File: src/design/uart_defs.vh
/*
 * Constants for the dual serial port: register indexes, field
 * positions, reset values, mode codes and timing counts.
 * Assumes the includer uses 11-bit register indexes (byte address / 4).
 */
`ifndef UART_DEFS_VH
`define UART_DEFS_VH

// ----------------------------------------------------------------
// Register indexes (byte address is four times the index)
// ----------------------------------------------------------------
`define IDX_TIMER2_CONTROL     11'h418
`define IDX_TIMER2_MODE_SELECT     11'h419
`define IDX_SCON0     11'h420
`define IDX_BUF0      11'h421
`define IDX_STAT0     11'h422
`define IDX_SADR0     11'h423
`define IDX_SCON1     11'h424
`define IDX_BUF1      11'h425
`define IDX_STAT1     11'h426
`define IDX_SADR1     11'h427
`define IDX_SDEN0     11'h430
`define IDX_SDEN1     11'h431
`define IDX_T1REL     11'h438
`define IDX_T2REL     11'h439
`define IDX_SCR       11'h440

// ----------------------------------------------------------------
// Field positions
// ----------------------------------------------------------------
`define SC_MPE        5
`define SC_REN        4
`define SC_TB8        3
`define SC_RB8        2
`define SC_TI         1
`define SC_RI         0
`define ST_FE         3
`define ST_BR         2
`define ST_OE         1
`define CK_RX         5
`define CK_TX         4
`define PT_HI         3
`define PT_LO         2

// ----------------------------------------------------------------
// Reset values
// ----------------------------------------------------------------
`define SCON_RST      8'h00
`define STAT_RST      8'h00
`define SADR_RST      8'h00
`define SDEN_RST      8'h00
`define CTRL_RST      8'h00

// ----------------------------------------------------------------
// Modes, prescaler, frame lengths, sampling
// ----------------------------------------------------------------
`define MODE_SHIFT    2'b00
`define MODE_8BIT     2'b01
`define MODE_9FIX     2'b10
`define MODE_9VAR     2'b11
`define PRE_4         2'b00
`define PRE_16        2'b01
`define PRE_64        2'b10
`define PRE_END4      6'h03
`define PRE_END16     6'h0F
`define PRE_END64     6'h3F
`define LEN_SHIFT     4'h8
`define LEN_8BIT      4'hA
`define LEN_9BIT      4'hB
`define PH_SAMPLE     4'h8
`define PH_HALF       4'h8
`define PH_LAST       4'hF

// ----------------------------------------------------------------
// Interrupt vectors, by arbitration rank 7 to 10
// ----------------------------------------------------------------
`define VEC_RX0       8'hA0
`define VEC_TX0       8'hA4
`define VEC_RX1       8'hA8
`define VEC_TX1       8'hAC

// ----------------------------------------------------------------
// AXI responses
// ----------------------------------------------------------------
`define RESP_OKAY     2'b00
`define RESP_SLVERR   2'b10

`endif

File: src/design/uart_dual.v
/*
 * Two serial ports with shift, 8-bit and 9-bit modes, address
 * matching, error flags and the baud timers, behind an AXI4-Lite
 * register slave. Assumes one 25 MHz clock that is also the
 * oscillator, a synchronous active-low reset and asynchronous
 * serial inputs.
 */
// Contract
// - Shift mode: data on input pin, clock out
// - 8-bit frame: start, 8 data, stop
// - 9-bit frame, ninth bit stored, osc/32
// - Mode 3 equals mode 2 but timer rate
// - Buffer write transmits, read gives receive register
// - Reception start conditions per mode
// - Internal clock sixteen times the baud rate
// - Prescaler codes divide by 4, 16, 64
// - Timer 1 default, select bits pick timer 2
// - Framing error flag on bad stop bit
// - Separate receive and transmit requests per port
// - Multiproc 9-bit: interrupt only when ninth set
// - Multiproc 8-bit needs valid stop bit
// - Address recognition gates receive-done flag
// - Given address is address under mask
// - Broadcast is address OR mask
// - Reset zeroes address and mask registers
// - Control register layout, resets to zero
`include "uart_defs.vh"

module uart_dual (
	input  wire        aclk,
	input  wire        aresetn,
	input  wire [12:0] s_axi_awaddr,
	input  wire        s_axi_awvalid,
	output reg         s_axi_awready,
	input  wire [31:0] s_axi_wdata,
	input  wire [3:0]  s_axi_wstrb,
	input  wire        s_axi_wvalid,
	output reg         s_axi_wready,
	output reg  [1:0]  s_axi_bresp,
	output reg         s_axi_bvalid,
	input  wire        s_axi_bready,
	input  wire [12:0] s_axi_araddr,
	input  wire        s_axi_arvalid,
	output reg         s_axi_arready,
	output reg  [31:0] s_axi_rdata,
	output reg  [1:0]  s_axi_rresp,
	output reg         s_axi_rvalid,
	input  wire        s_axi_rready,
	input  wire [1:0]  serial_in_pin,
	output wire [1:0]  serial_in_drive,
	output wire [1:0]  serial_in_oe_n,
	output wire [1:0]  serial_out_pin,
	output wire [3:0]  irq_req
);

	// ------------------------------------------------------------
	// Helper functions
	// ------------------------------------------------------------
	// Mapped register check, shared by read and write paths
	function reg_hit;
		input [10:0] idx;
		begin
			case (idx)
			`IDX_TIMER2_CONTROL, `IDX_TIMER2_MODE_SELECT, `IDX_SCON0, `IDX_BUF0,
			`IDX_STAT0, `IDX_SADR0, `IDX_SCON1, `IDX_BUF1,
			`IDX_STAT1, `IDX_SADR1, `IDX_SDEN0, `IDX_SDEN1,
			`IDX_T1REL, `IDX_T2REL, `IDX_SCR: reg_hit = 1'b1;
			default: reg_hit = 1'b0;
			endcase
		end
	endfunction

	// Bits per frame for a mode, shared by both directions
	function [3:0] frame_len;
		input [1:0] mode;
		begin
			case (mode)
			`MODE_SHIFT: frame_len = `LEN_SHIFT;
			`MODE_8BIT:  frame_len = `LEN_8BIT;
			default:     frame_len = `LEN_9BIT;
			endcase
		end
	endfunction

	// Sixteen-times baud tick for one direction
	function tick_sel;
		input [1:0] mode;
		input       half;
		input       use_t2;
		input       t1;
		input       t2;
		begin
			case (mode)
			`MODE_SHIFT: tick_sel = 1'b1;
			`MODE_9FIX:  tick_sel = half;
			default:     tick_sel = use_t2 ? t2 : t1;
			endcase
		end
	endfunction

	// ------------------------------------------------------------
	// Bus slave
	// ------------------------------------------------------------
	wire        wr_fire = s_axi_awvalid & s_axi_wvalid &
			      s_axi_awready & s_axi_wready;
	wire        wr_lane = wr_fire & s_axi_wstrb[0];
	wire [10:0] wr_idx  = s_axi_awaddr[12:2];
	wire [7:0]  wd      = s_axi_wdata[7:0];
	wire        rd_fire = s_axi_arvalid & s_axi_arready;
	wire [10:0] rd_idx  = s_axi_araddr[12:2];
	wire [15:0] con_w;
	wire [15:0] buf_w;
	wire [15:0] stat_w;
	wire [15:0] sadr_w;
	wire [15:0] sden_w;
	reg  [7:0]  timer2_control_r;
	reg  [7:0]  timer2_mode_select_r;
	reg  [7:0]  scr_r;
	reg  [7:0]  t1rel_r;
	reg  [7:0]  t2rel_r;
	reg  [7:0]  rd_mux;

	// Address and data are taken together, one write at a time
	always @(posedge aclk) begin
		if (!aresetn) begin
			s_axi_awready <= 1'b0;
			s_axi_wready  <= 1'b0;
			s_axi_bvalid  <= 1'b0;
			s_axi_bresp   <= `RESP_OKAY;
		end else begin
			s_axi_awready <= 1'b0;
			s_axi_wready  <= 1'b0;
			if (s_axi_awvalid & s_axi_wvalid & !s_axi_awready &
			    !s_axi_bvalid) begin
				s_axi_awready <= 1'b1;
				s_axi_wready  <= 1'b1;
			end
			if (wr_fire) begin
				s_axi_bvalid <= 1'b1;
				s_axi_bresp  <= reg_hit(wr_idx) ?
						`RESP_OKAY : `RESP_SLVERR;
			end else if (s_axi_bready)
				s_axi_bvalid <= 1'b0;
		end
	end

	// Read data selection; unmapped reads return zero
	always @* begin
		case (rd_idx)
		`IDX_TIMER2_CONTROL: rd_mux = timer2_control_r;
		`IDX_TIMER2_MODE_SELECT: rd_mux = timer2_mode_select_r;
		`IDX_SCR:   rd_mux = scr_r;
		`IDX_T1REL: rd_mux = t1rel_r;
		`IDX_T2REL: rd_mux = t2rel_r;
		`IDX_SCON0: rd_mux = con_w[7:0];
		`IDX_BUF0:  rd_mux = buf_w[7:0];
		`IDX_STAT0: rd_mux = stat_w[7:0];
		`IDX_SADR0: rd_mux = sadr_w[7:0];
		`IDX_SDEN0: rd_mux = sden_w[7:0];
		`IDX_SCON1: rd_mux = con_w[15:8];
		`IDX_BUF1:  rd_mux = buf_w[15:8];
		`IDX_STAT1: rd_mux = stat_w[15:8];
		`IDX_SADR1: rd_mux = sadr_w[15:8];
		`IDX_SDEN1: rd_mux = sden_w[15:8];
		default:    rd_mux = 8'h00;
		endcase
	end

	// Read answer one cycle after the address is taken
	always @(posedge aclk) begin
		if (!aresetn) begin
			s_axi_arready <= 1'b0;
			s_axi_rvalid  <= 1'b0;
			s_axi_rdata   <= 32'h0000_0000;
			s_axi_rresp   <= `RESP_OKAY;
		end else begin
			s_axi_arready <= s_axi_arvalid & !s_axi_arready &
					 !s_axi_rvalid;
			if (rd_fire) begin
				s_axi_rvalid <= 1'b1;
				s_axi_rdata  <= {24'h00_0000, rd_mux};
				s_axi_rresp  <= reg_hit(rd_idx) ?
						`RESP_OKAY : `RESP_SLVERR;
			end else if (s_axi_rready)
				s_axi_rvalid <= 1'b0;
		end
	end

	// ------------------------------------------------------------
	// Shared control registers and baud timers
	// ------------------------------------------------------------
	reg  [5:0] pre_cnt_r;
	reg  [7:0] t1_cnt_r;
	reg  [7:0] t2_cnt_r;
	reg        t1_ovf_r;
	reg        t2_ovf_r;
	reg        half_r;
	reg  [5:0] pre_end;
	wire [1:0] pt = {scr_r[`PT_HI], scr_r[`PT_LO]};

	// Prescaler terminal count; the reserved code stops the timers
	always @* begin
		case (pt)
		`PRE_4:  pre_end = `PRE_END4;
		`PRE_16: pre_end = `PRE_END16;
		default: pre_end = `PRE_END64;
		endcase
	end

	wire pre_tick = (pt != 2'b11) & (pre_cnt_r >= pre_end);

	// Config writes, prescaler and auto-reload timers
	always @(posedge aclk) begin
		if (!aresetn) begin
			timer2_control_r   <= `CTRL_RST;
			timer2_mode_select_r   <= `CTRL_RST;
			scr_r     <= `CTRL_RST;
			t1rel_r   <= `CTRL_RST;
			t2rel_r   <= `CTRL_RST;
			pre_cnt_r <= 6'h00;
			t1_cnt_r  <= 8'h00;
			t2_cnt_r  <= 8'h00;
			t1_ovf_r  <= 1'b0;
			t2_ovf_r  <= 1'b0;
			half_r    <= 1'b0;
		end else begin
			if (wr_lane & wr_idx == `IDX_TIMER2_CONTROL) timer2_control_r <= wd;
			if (wr_lane & wr_idx == `IDX_TIMER2_MODE_SELECT) timer2_mode_select_r <= wd;
			if (wr_lane & wr_idx == `IDX_SCR)   scr_r   <= wd;
			if (wr_lane & wr_idx == `IDX_T1REL) t1rel_r <= wd;
			if (wr_lane & wr_idx == `IDX_T2REL) t2rel_r <= wd;
			half_r    <= ~half_r;
			pre_cnt_r <= pre_tick | (pre_cnt_r >= pre_end) ?
				     6'h00 : pre_cnt_r + 6'h01;
			t1_ovf_r  <= pre_tick & (&t1_cnt_r);
			t2_ovf_r  <= pre_tick & (&t2_cnt_r);
			if (pre_tick) begin
				t1_cnt_r <= (&t1_cnt_r) ? t1rel_r :
					    t1_cnt_r + 8'h01;
				t2_cnt_r <= (&t2_cnt_r) ? t2rel_r :
					    t2_cnt_r + 8'h01;
			end
		end
	end

	// ------------------------------------------------------------
	// Serial port pair
	// ------------------------------------------------------------
	genvar g;
	generate
	for (g = 0; g < 2; g = g + 1) begin : port
		localparam [10:0] I_CON  = g ? `IDX_SCON1 : `IDX_SCON0;
		localparam [10:0] I_BUF  = g ? `IDX_BUF1  : `IDX_BUF0;
		localparam [10:0] I_STAT = g ? `IDX_STAT1 : `IDX_STAT0;
		localparam [10:0] I_SADR = g ? `IDX_SADR1 : `IDX_SADR0;
		localparam [10:0] I_SDEN = g ? `IDX_SDEN1 : `IDX_SDEN0;

		reg  [7:0]  con_r;
		reg  [7:0]  con_nxt;
		reg  [7:0]  stat_r;
		reg  [7:0]  stat_nxt;
		reg  [7:0]  rxbuf_r;
		reg  [7:0]  sadr_r;
		reg  [7:0]  sden_r;
		reg         unread_r;
		reg         s1_r;
		reg         s2_r;
		reg         s3_r;
		reg         tx_busy_r;
		reg  [10:0] tx_sh_r;
		reg  [3:0]  tx_cnt_r;
		reg  [3:0]  tx_ph_r;
		reg         ti_set_r;
		reg         rx_busy_r;
		reg  [10:0] rx_bits_r;
		reg  [3:0]  rx_cnt_r;
		reg  [3:0]  rx_ph_r;
		reg         rx_done_r;
		reg         out_r;
		reg         drv_r;
		reg         oe_n_r;

		wire [1:0] mode = con_r[7:6];
		wire       nine = mode[1];
		wire [3:0] len  = frame_len(mode);
		wire       tx_tick = tick_sel(mode, half_r,
			g ? timer2_mode_select_r[`CK_TX] : timer2_control_r[`CK_TX],
			t1_ovf_r, t2_ovf_r);
		wire       rx_tick = tick_sel(mode, half_r,
			g ? timer2_mode_select_r[`CK_RX] : timer2_control_r[`CK_RX],
			t1_ovf_r, t2_ovf_r);
		wire       wr_buf = wr_lane & wr_idx == I_BUF;

		// Received frame decode
		wire [7:0] rx_data = (mode == `MODE_SHIFT) ?
				     rx_bits_r[7:0] : rx_bits_r[8:1];
		wire       ninth = rx_bits_r[9];
		wire       stop  = (mode == `MODE_8BIT) ?
				   rx_bits_r[9] : rx_bits_r[10];
		wire       g_hit = ((rx_data ^ sadr_r) & sden_r) == 8'h00;
		wire       b_hit = &(rx_data | ~(sadr_r | sden_r));
		wire       accept = (mode == `MODE_SHIFT) |
				    !con_r[`SC_MPE] |
				    (nine ? (ninth & (g_hit | b_hit)) :
				     stop);
		wire       acc = rx_done_r & accept;
		wire       async_end = rx_done_r & (mode != `MODE_SHIFT);
		wire       rx_start = !rx_busy_r & con_r[`SC_REN] &
			((mode == `MODE_SHIFT) ? (!con_r[`SC_RI] &
			  !tx_busy_r) : (s3_r & !s2_r));

		// Control and status next values; hardware sets win
		always @* begin
			con_nxt  = (wr_lane & wr_idx == I_CON) ? wd : con_r;
			stat_nxt = (wr_lane & wr_idx == I_STAT) ? wd : stat_r;
			if (ti_set_r)
				con_nxt[`SC_TI] = 1'b1;
			if (acc) begin
				con_nxt[`SC_RI] = 1'b1;
				if (nine)
					con_nxt[`SC_RB8] = ninth;
				else if (mode == `MODE_8BIT)
					con_nxt[`SC_RB8] = stop;
				if (unread_r)
					stat_nxt[`ST_OE] = 1'b1;
			end
			if (async_end & !stop)
				stat_nxt[`ST_FE] = 1'b1;
			if (async_end & !stop & rx_data == 8'h00 &
			    !(nine & ninth))
				stat_nxt[`ST_BR] = 1'b1;
		end

		// Registers of this port
		always @(posedge aclk) begin
			if (!aresetn) begin
				con_r    <= `SCON_RST;
				stat_r   <= `STAT_RST;
				sadr_r   <= `SADR_RST;
				sden_r   <= `SDEN_RST;
				rxbuf_r  <= 8'h00;
				unread_r <= 1'b0;
				s1_r     <= 1'b1;
				s2_r     <= 1'b1;
				s3_r     <= 1'b1;
			end else begin
				con_r  <= con_nxt;
				stat_r <= stat_nxt;
				if (wr_lane & wr_idx == I_SADR) sadr_r <= wd;
				if (wr_lane & wr_idx == I_SDEN) sden_r <= wd;
				if (acc)
					rxbuf_r <= rx_data;
				// A new character marks unread even if read now
				if (acc)
					unread_r <= 1'b1;
				else if (rd_fire & rd_idx == I_BUF)
					unread_r <= 1'b0;
				s1_r <= serial_in_pin[g];
				s2_r <= s1_r;
				s3_r <= s2_r;
			end
		end

		// Transmitter; a buffer write restarts any frame in flight
		always @(posedge aclk) begin
			if (!aresetn) begin
				tx_busy_r <= 1'b0;
				tx_sh_r   <= 11'h7FF;
				tx_cnt_r  <= 4'h0;
				tx_ph_r   <= 4'h0;
				ti_set_r  <= 1'b0;
			end else begin
				ti_set_r <= 1'b0;
				if (wr_buf) begin
					tx_busy_r <= 1'b1;
					tx_cnt_r  <= 4'h0;
					tx_ph_r   <= 4'h0;
					case (mode)
					`MODE_SHIFT: tx_sh_r <= {3'b111, wd};
					`MODE_8BIT:  tx_sh_r <= {2'b11, wd,
								 1'b0};
					default: tx_sh_r <= {1'b1,
						con_r[`SC_TB8], wd, 1'b0};
					endcase
				end else if (tx_busy_r & tx_tick) begin
					tx_ph_r <= tx_ph_r + 4'h1;
					if (tx_ph_r == `PH_LAST) begin
						tx_sh_r  <= {1'b1, tx_sh_r[10:1]};
						tx_cnt_r <= tx_cnt_r + 4'h1;
						if (tx_cnt_r == len - 4'h1) begin
							tx_busy_r <= 1'b0;
							ti_set_r  <= 1'b1;
						end
					end
				end
			end
		end

		// Receiver: mid-bit sample, false starts dropped
		always @(posedge aclk) begin
			if (!aresetn) begin
				rx_busy_r <= 1'b0;
				rx_bits_r <= 11'h000;
				rx_cnt_r  <= 4'h0;
				rx_ph_r   <= 4'h0;
				rx_done_r <= 1'b0;
			end else begin
				rx_done_r <= 1'b0;
				if (rx_start) begin
					rx_busy_r <= 1'b1;
					rx_cnt_r  <= 4'h0;
					rx_ph_r   <= 4'h0;
				end else if (rx_busy_r & rx_tick) begin
					rx_ph_r <= rx_ph_r + 4'h1;
					if (rx_ph_r == `PH_SAMPLE) begin
						rx_bits_r[rx_cnt_r] <= s2_r;
						if (rx_cnt_r == 4'h0 & s2_r &
						    mode != `MODE_SHIFT)
							rx_busy_r <= 1'b0;
					end
					if (rx_ph_r == `PH_LAST) begin
						rx_cnt_r <= rx_cnt_r + 4'h1;
						if (rx_cnt_r == len - 4'h1) begin
							rx_busy_r <= 1'b0;
							rx_done_r <= 1'b1;
						end
					end
				end
			end
		end

		// Pins: shift mode drives data on the input pin
		// and a clock, low for the first half bit, on the output
		always @(posedge aclk) begin
			if (!aresetn) begin
				out_r  <= 1'b1;
				drv_r  <= 1'b1;
				oe_n_r <= 1'b1;
			end else if (mode == `MODE_SHIFT) begin
				out_r  <= tx_busy_r ? tx_ph_r >= `PH_HALF :
					  rx_busy_r ? rx_ph_r >= `PH_HALF :
					  1'b1;
				drv_r  <= tx_sh_r[0];
				oe_n_r <= !tx_busy_r;
			end else begin
				out_r  <= tx_busy_r ? tx_sh_r[0] : 1'b1;
				drv_r  <= 1'b1;
				oe_n_r <= 1'b1;
			end
		end

		assign serial_out_pin[g]  = out_r;
		assign serial_in_drive[g] = drv_r;
		assign serial_in_oe_n[g]  = oe_n_r;
		assign irq_req[2*g]       = con_r[`SC_RI];
		assign irq_req[2*g+1]     = con_r[`SC_TI];
		assign con_w[8*g+7:8*g]   = con_r;
		assign buf_w[8*g+7:8*g]   = rxbuf_r;
		assign stat_w[8*g+7:8*g]  = stat_r;
		assign sadr_w[8*g+7:8*g]  = sadr_r;
		assign sden_w[8*g+7:8*g]  = sden_r;
	end
	endgenerate

endmodule // uart_dual

File: config.mk
export PLATFORM = sky130hd
export DESIGN_NAME = uart_dual
export DESIGN_NICKNAME = d
export VERILOG_FILES = /design/src/design/uart_dual.v
export VERILOG_INCLUDE_DIRS = /design/src /design/src/design
export SDC_FILE = /design/constraint.sdc
export NUM_CORES = 1
export LEC_CHECK = 0
export BUFFER_PORTS_ARGS = -buffer_cell sky130_fd_sc_hd__buf_2
export CAP_MARGIN = 10
export CORE_MARGIN = 2
export CORE_UTILIZATION = 59
export CTS_CLUSTER_SIZE = 16
export DETAILED_ROUTE_END_ITERATION = 10
export PLACE_DENSITY = 0.82
export SYNTH_ARGS = -nofsm -noshare
export SYNTH_HDL_FRONTEND = slang
export SYNTH_SLANG_ARGS = --single-unit
File: constraint.sdc
create_clock -name aclk -period 7.6 [get_ports aclk]
set_clock_uncertainty 0.1 [all_clocks]
set_input_delay 1.14 -clock aclk [delete_from_list [all_inputs] [get_ports aclk]]
set_output_delay 1.14 -clock aclk [all_outputs]
set_load 0.01 [all_outputs]
# Yosys cells after proc, flatten, opt, wreduce, memory -nomap -nowiden
# Index checks and enable logic that the tools add are counted.
[word_totals] elab_cells=415 input_bits=71 output_inout_bits=51 register_bits=259
[classes] order_cmp=9 mux=107 eq_ne=46 n_reduce_logical=78 bitwise=88 n_addsub=13
[ops] op="11-bit equality test (second input constant)" n=30
[ops] op="8-bit one-hot mux with 15 select lines" n=1
[ops] op="1-bit two-way mux" n=77
[ops] op="11-bit two-way mux" n=6
[ops] op="1-bit bitwise AND" n=59
[ops] op="2-bit nonzero test" n=22
[ops] op="10-bit one-hot mux with 2 select lines" n=2
[ops] op="4-bit by 1-bit adder with 4-bit output (second input constant)" n=8
[ops] op="8-bit logical NOT" n=4
[ops] op="8-bit two-way mux" n=4
[ops] op="8-bit bitwise OR" n=4
[ops] op="8-bit AND reduction" n=4
[ops] op="15-bit OR reduction" n=2
[ops] op="4-bit equality test (second input constant)" n=6
[ops] op="11-bit bitwise mux" n=2
[ops] op="1-bit logical NOT" n=18
[ops] op="8-bit by 1-bit adder with 8-bit output (second input constant)" n=2
[ops] op="8-bit bitwise AND" n=2
[ops] op="4-bit equality test" n=4
[ops] op="4-bit greater-or-equal comparator (second input constant)" n=4
[ops] op="8-bit NOT" n=2
[ops] op="2-bit AND reduction" n=8
[ops] op="4-bit OR reduction" n=4
[ops] op="8-bit XOR" n=2
[ops] op="other kinds (22)" n=64

# Depth between registers and ports, before layout
[logic_depth] word_depth=11 depth_mapped=10 depth_no_buf=9

# Worst setup path after synthesis
# No wires, ideal clock.
[synth_timing] path_type="in2reg" start="input s_axi_awaddr[11]" end="register port[0].tx_sh_r[7]" required_ns=7.371 n_path_buf=1 path_stages=8 slack_ns=4.356 setup_ns=0.129 arrival_ns=3.015 path_cell_list="or3b_2 nor4_2 nand2_1 nor2_1 clkbuf_1 nand3_1 o21ai_0 nand2_1"
[synth_between] elab_chain_len=4 word_cells_on_any_way=6 cone_classes="eq/ne: 1; mux: 1; bitwise: 1; reduce/logical: 3"
[synth_rtl] item="start: declaration" line="uart_dual.v:32" rtl="input wire [12:0] s_axi_awaddr,"
[synth_rtl] item="11-bit equality test *" line="uart_dual.v:292" rtl="wire wr_buf = wr_lane & wr_idx == I_BUF;"
[synth_rtl] item="1-bit bitwise AND *" line="uart_dual.v:292"
[synth_rtl] item="2-bit nonzero test (no line)"
[synth_rtl] item="2-bit AND reduction (no line)"
[synth_rtl] item="end signal: assignment" line="uart_dual.v:379" rtl="`MODE_SHIFT: tx_sh_r <= {3'b111, wd};"
[synth_rtl] item="end signal: assignment" line="uart_dual.v:380" rtl="`MODE_8BIT: tx_sh_r <= {2'b11, wd,"
[synth_rtl] item="end signal: assignment" line="uart_dual.v:382" rtl="default: tx_sh_r <= {1'b1,"
[synth_rtl] item="end: declaration" line="uart_dual.v:270" rtl="reg [10:0] tx_sh_r;"
# Every way passes the cells marked *; elsewhere a longest branch is shown, timed or not.
# A chain may end at the register's enable or synchronous reset.

# Worst setup path in the final report
[layout_timing] start="register port[1].con_r[7]" end="register port[1].rxbuf_r[6]"
[layout_between] elab_chain_len=10 word_cells_on_any_way=15 cone_classes="eq/ne: 1; mux: 3; bitwise: 8; reduce/logical: 3"
[layout_rtl] item="start: declaration" line="uart_dual.v:258" rtl="reg [7:0] con_r;"
[layout_rtl] item="start signal: assignment" line="uart_dual.v:337" rtl="con_r <= `SCON_RST;"
[layout_rtl] item="start signal: assignment" line="uart_dual.v:347" rtl="con_r <= con_nxt;"
[layout_rtl] item="2-bit logical NOT"
[layout_rtl] item="8-bit two-way mux" line="uart_dual.v:295" rtl="wire [7:0] rx_data = (mode == `MODE_SHIFT) ?"
[layout_rtl] item="8-bit XOR" line="uart_dual.v:300" rtl="wire g_hit = ((rx_data ^ sadr_r) & sden_r) == 8'h00;"
[layout_rtl] item="8-bit bitwise AND" line="uart_dual.v:300"
[layout_rtl] item="8-bit logical NOT" line="uart_dual.v:300"
[layout_rtl] item="1-bit bitwise OR" line="uart_dual.v:304" rtl="(nine ? (ninth & (g_hit | b_hit)) :"
[layout_rtl] item="1-bit bitwise AND" line="uart_dual.v:304"
[layout_rtl] item="1-bit two-way mux" line="uart_dual.v:304"
[layout_rtl] item="1-bit bitwise OR" line="uart_dual.v:302" rtl="wire accept = (mode == `MODE_SHIFT) |"
[layout_rtl] item="1-bit bitwise AND" line="uart_dual.v:306" rtl="wire acc = rx_done_r & accept;"
[layout_rtl] item="end signal: assignment" line="uart_dual.v:352" rtl="rxbuf_r <= rx_data;"
[layout_rtl] item="end: declaration" line="uart_dual.v:262" rtl="reg [7:0] rxbuf_r;"
# Parallel ways exist; a longest one is shown, timed or not.

==> summary.md <==
| Metric | Value |
|---|---|
| Status | completed |
| Final hold violation count | 0 |
| CTS clk-pin slew, worst paths | about 0.060 ns |
| First-pass iteration count of the detailed router | 6 |
| Maximum clock frequency | between 200 and 300 MHz |
| Critical Path Start Type | register |
| Final setup viols | 0 |
| Chip width | roughly 150 um |
| Worst-path cell chain | or2_1 -> mux2i_1 -> xnor2_1 -> a2111oi_0 -> a31o_2 -> and2_1 -> a211oi_1 |
| Power Density | 207 nW/um^2 |
| GRT Overall Usage | ~29% |
| GP Congestion | between 0.9 and 1 |
| Yosys reg bits | between 200 and 300 |
| Clk_lat worst skew | ~0.55 ns |
| Placed cells | 1806 |
| Global-route wire length before repair | 55.9 mm |
| Worst setup path endpoint | port[1].rxbuf_r[6] |
| Num CTS Buffers | 27 |
| Final net count | between 1500 and 2000 |
| Worst Path Class, Setup | register to register |
| Post-CTS Repair Setup Buffers | 0 |
| Setup TNS | 0 ns |
| Period utilisation layout | between 40% and 50% |
| Port buffer count | 64 |
| CTS tree | done |
| Post-Syn Area | roughly 13000 um^2 |
| PostCTS Resize Cnt | 0 |
| Hpwl dp | 23.9 mm |
| Layout area overhead | 8.62% |
| Cts hold-fix bufs | 0 |
| Post-synth EDFFs | 0 |
| Layout cell share with drive strength beyond 1 | 12.4% |
| Total grt overflow | 0 |
| Drt total wl | about 35 mm |
| Initial Util | between 50% and 60% |
| Register Area | between 5000 and 6000 um^2 |
| Die ar. | 23200 um^2 |
| Initial antenna violation count | 0 |
| DR WL/cell | 18.7 um |
| Starting DRC count in detailed routing | 1041 |
| Final min period | approximately 3.7 ns |
| Vias in the first global route | about 11000 |
| Syn_area_per_cell | 8.32 um^2 |
| Antenna-violating nets left | 0 |
| Antenna diodes | 0 |
| Main flop type after synthesis | dfxtp_1 |
| Area leader, netlist | dfxtp_1 |
| CP startpoint | port[1].con_r[7] |
| Slowest-stage cell, CP | or2_1 |
| Yosys Warn Count | 0 |
| WP data arrival | roughly 4.0 ns |
| DR vias | between 10000 and 15000 |
| Fraction of the yosys area taken by sequential cells | just under 40% |
| Hold Crit Class | register to register |
| CTS Root Cell | clkbuf_16 |
| Async SR Flop Fraction | 0% |
| Critical path depth in cells | 7 |
| Non-filler cells, final | between 1500 and 2000 |
| Crit Reg-Reg Endpoint | port[1].rxbuf_r[6] |
| Vias per inst | a little over 6 |
| Max-slew violation count | 0 |
| Crit path largest cell delay | 0.77 ns |
| CP Capture Type | register |
| Max-Cap Viols | 0 |
| WP buf/inv | 0 |
| Worst Path Required | approximately 8 ns |
| IR drop worst, VDD | about 160 uV |
| Worst-Margin Slew | 1.15 ns |
| Htree depth | 1 |
| DRC | 0 |
| LEAKAGE | approximately 5.2 nW |
| Synth cell types | 70 |
| R2r setup slk | between 3 and 4 ns |
| RSZ-0062 raised after global routing | false |
| CP top delay family | simple AND/OR/NAND/NOR gates |
| Filler Cell Count | 1780 |
| Clock sinks | about 260 |
| Ports | between 100 and 150 |
| CP max FO | 23 |
| Largest net degree at the start of global routing | roughly 110 |
| Placement row count | 54 |
| Core area | about 22000 um^2 |
| Area of the multi-input gates | around 7200 um^2 |
| Clock Path Buffers | 3 |
| Die Y | 152 um |
| Post-synth top area share | between 30% and 40% |
| Max-slew headroom | 23.6% |
| Largest cells by area after synthesis | dfxtp_1 (39%), mux2i_1 (9.0%), nand2_1 (7.8%) |
| R2r worst-path depth | 7 |
| Hold Path Depth | 1 |
| Mapped Cells | 1558 |
| R2r startpoint | port[1].con_r[7] |
## power by group
group	internal (mW)	switching (mW)
sequential	1.35	0.0123
clock	0.834	0.563
combinational	0.0412	0.108
total	2.22	0.683
## metrics by stage
step,cell area [um^2],hold WS (ns),power [mW],setup WS [ns],utilization [%]
floorplan,13000,0.286,1.50,4.36,-
CTS,14100,0.311,2.92,3.93,64.9
global placement,13100,0.290,1.53,3.90,60.5
global route,14100,0.327,2.99,3.72,64.9
detailed placement,13100,0.295,1.54,3.77,60.5
finish,14100,0.307,2.91,3.88,64.9
## layer usage
metal | GRT usage [%] | routed length (um)
met3 | 4.66 | 2450
met4 | 16.4 | 1840
met5 | 0 | 0
met1 | 36.1 | 13800
met2 | 48.3 | 16600
## synthesized netlist by cell type, types with 5 or more instances
cell,instances
nand4_1,14
and4_1,7
nand2_1,269
a211oi_1,13
a31oi_1,20
o21ai_0,51
and3_1,14
nand2b_1,25
or3b_2,5
dfxtp_1,255
clkbuf_1,81
a22oi_1,20
and2_1,5
o21a_1,5
a2111oi_0,9
xor2_1,22
o221a_2,10
or3_1,7
nor2b_1,10
nand3b_1,8
a21oi_1,109
buf_4,38
o31ai_1,5
inv_1,25
nor3b_1,11
nor3_1,28
xnor2_1,13
or2_2,14
nor2_1,156
mux4_2,7
nand3_1,53
mux2_2,31
a22o_1,6
mux2i_1,116
ha_1,25
## registers in the layout (all words and copies together), names as in the netlist, 16 cells and up
| signal | count |
|---|---|
| port.con_r | 16 |
| port.rx_bits_r | 22 |
| port.rxbuf_r | 16 |
| port.sadr_r | 16 |
| port.sden_r | 16 |
| port.stat_r | 16 |
| port.tx_sh_r | 20 |
## cell families after synthesis
| logic type | share of synthesized area (%) |
|---|---|
| adders and majority gates | 2.41 |
| DFF | 39.4 |
| AOI/OAI and AO/OA | 13.7 |
| and+or+nand+nor | 23.2 |
| buffers and inverters | 5.85 |
| muxes | 13.0 |
| xor gates and xnor gates | 2.37 |
| other | 0.0289 |
## how the worst min path moves through the flow
stage,start,end
floorplan,port[0].s1_r,port[0].s2_r
detailed placement,port[1].s1_r,port[1].s2_r
CTS,port[1].s1_r,port[1].s2_r
global placement,port[1].s1_r,port[1].s2_r
global route,port[0].s1_r,port[0].s2_r
finish,port[1].s1_r,port[1].s2_r
## placed cells by master, fill, tap and decap left out, drive strengths merged, types with 16 or more instances in the layout
cell and n:
nand2 269, dfxtp 255, nor2 159, mux2i 117
a21oi 110, buf 72, nand3 53, o21ai 51
clkbuf 34, mux2 31, nor3 28, inv 28
conb 26, nand2b 25, ha 25, xor2 22
a31oi 20, a22oi 20, or2 16
## final cells by class
class                   instances  share of cell area (%)
clock buffers                  34                    5.27
flip-flops and latches        255                    36.3
repair buffers                 72                    2.70
well taps                     280                    2.49
multi-input cells            1173                    51.1
clock inverters                16                    1.48
inverters                      26                   0.711
Note: power is estimated with default switching activity, not from simulation.
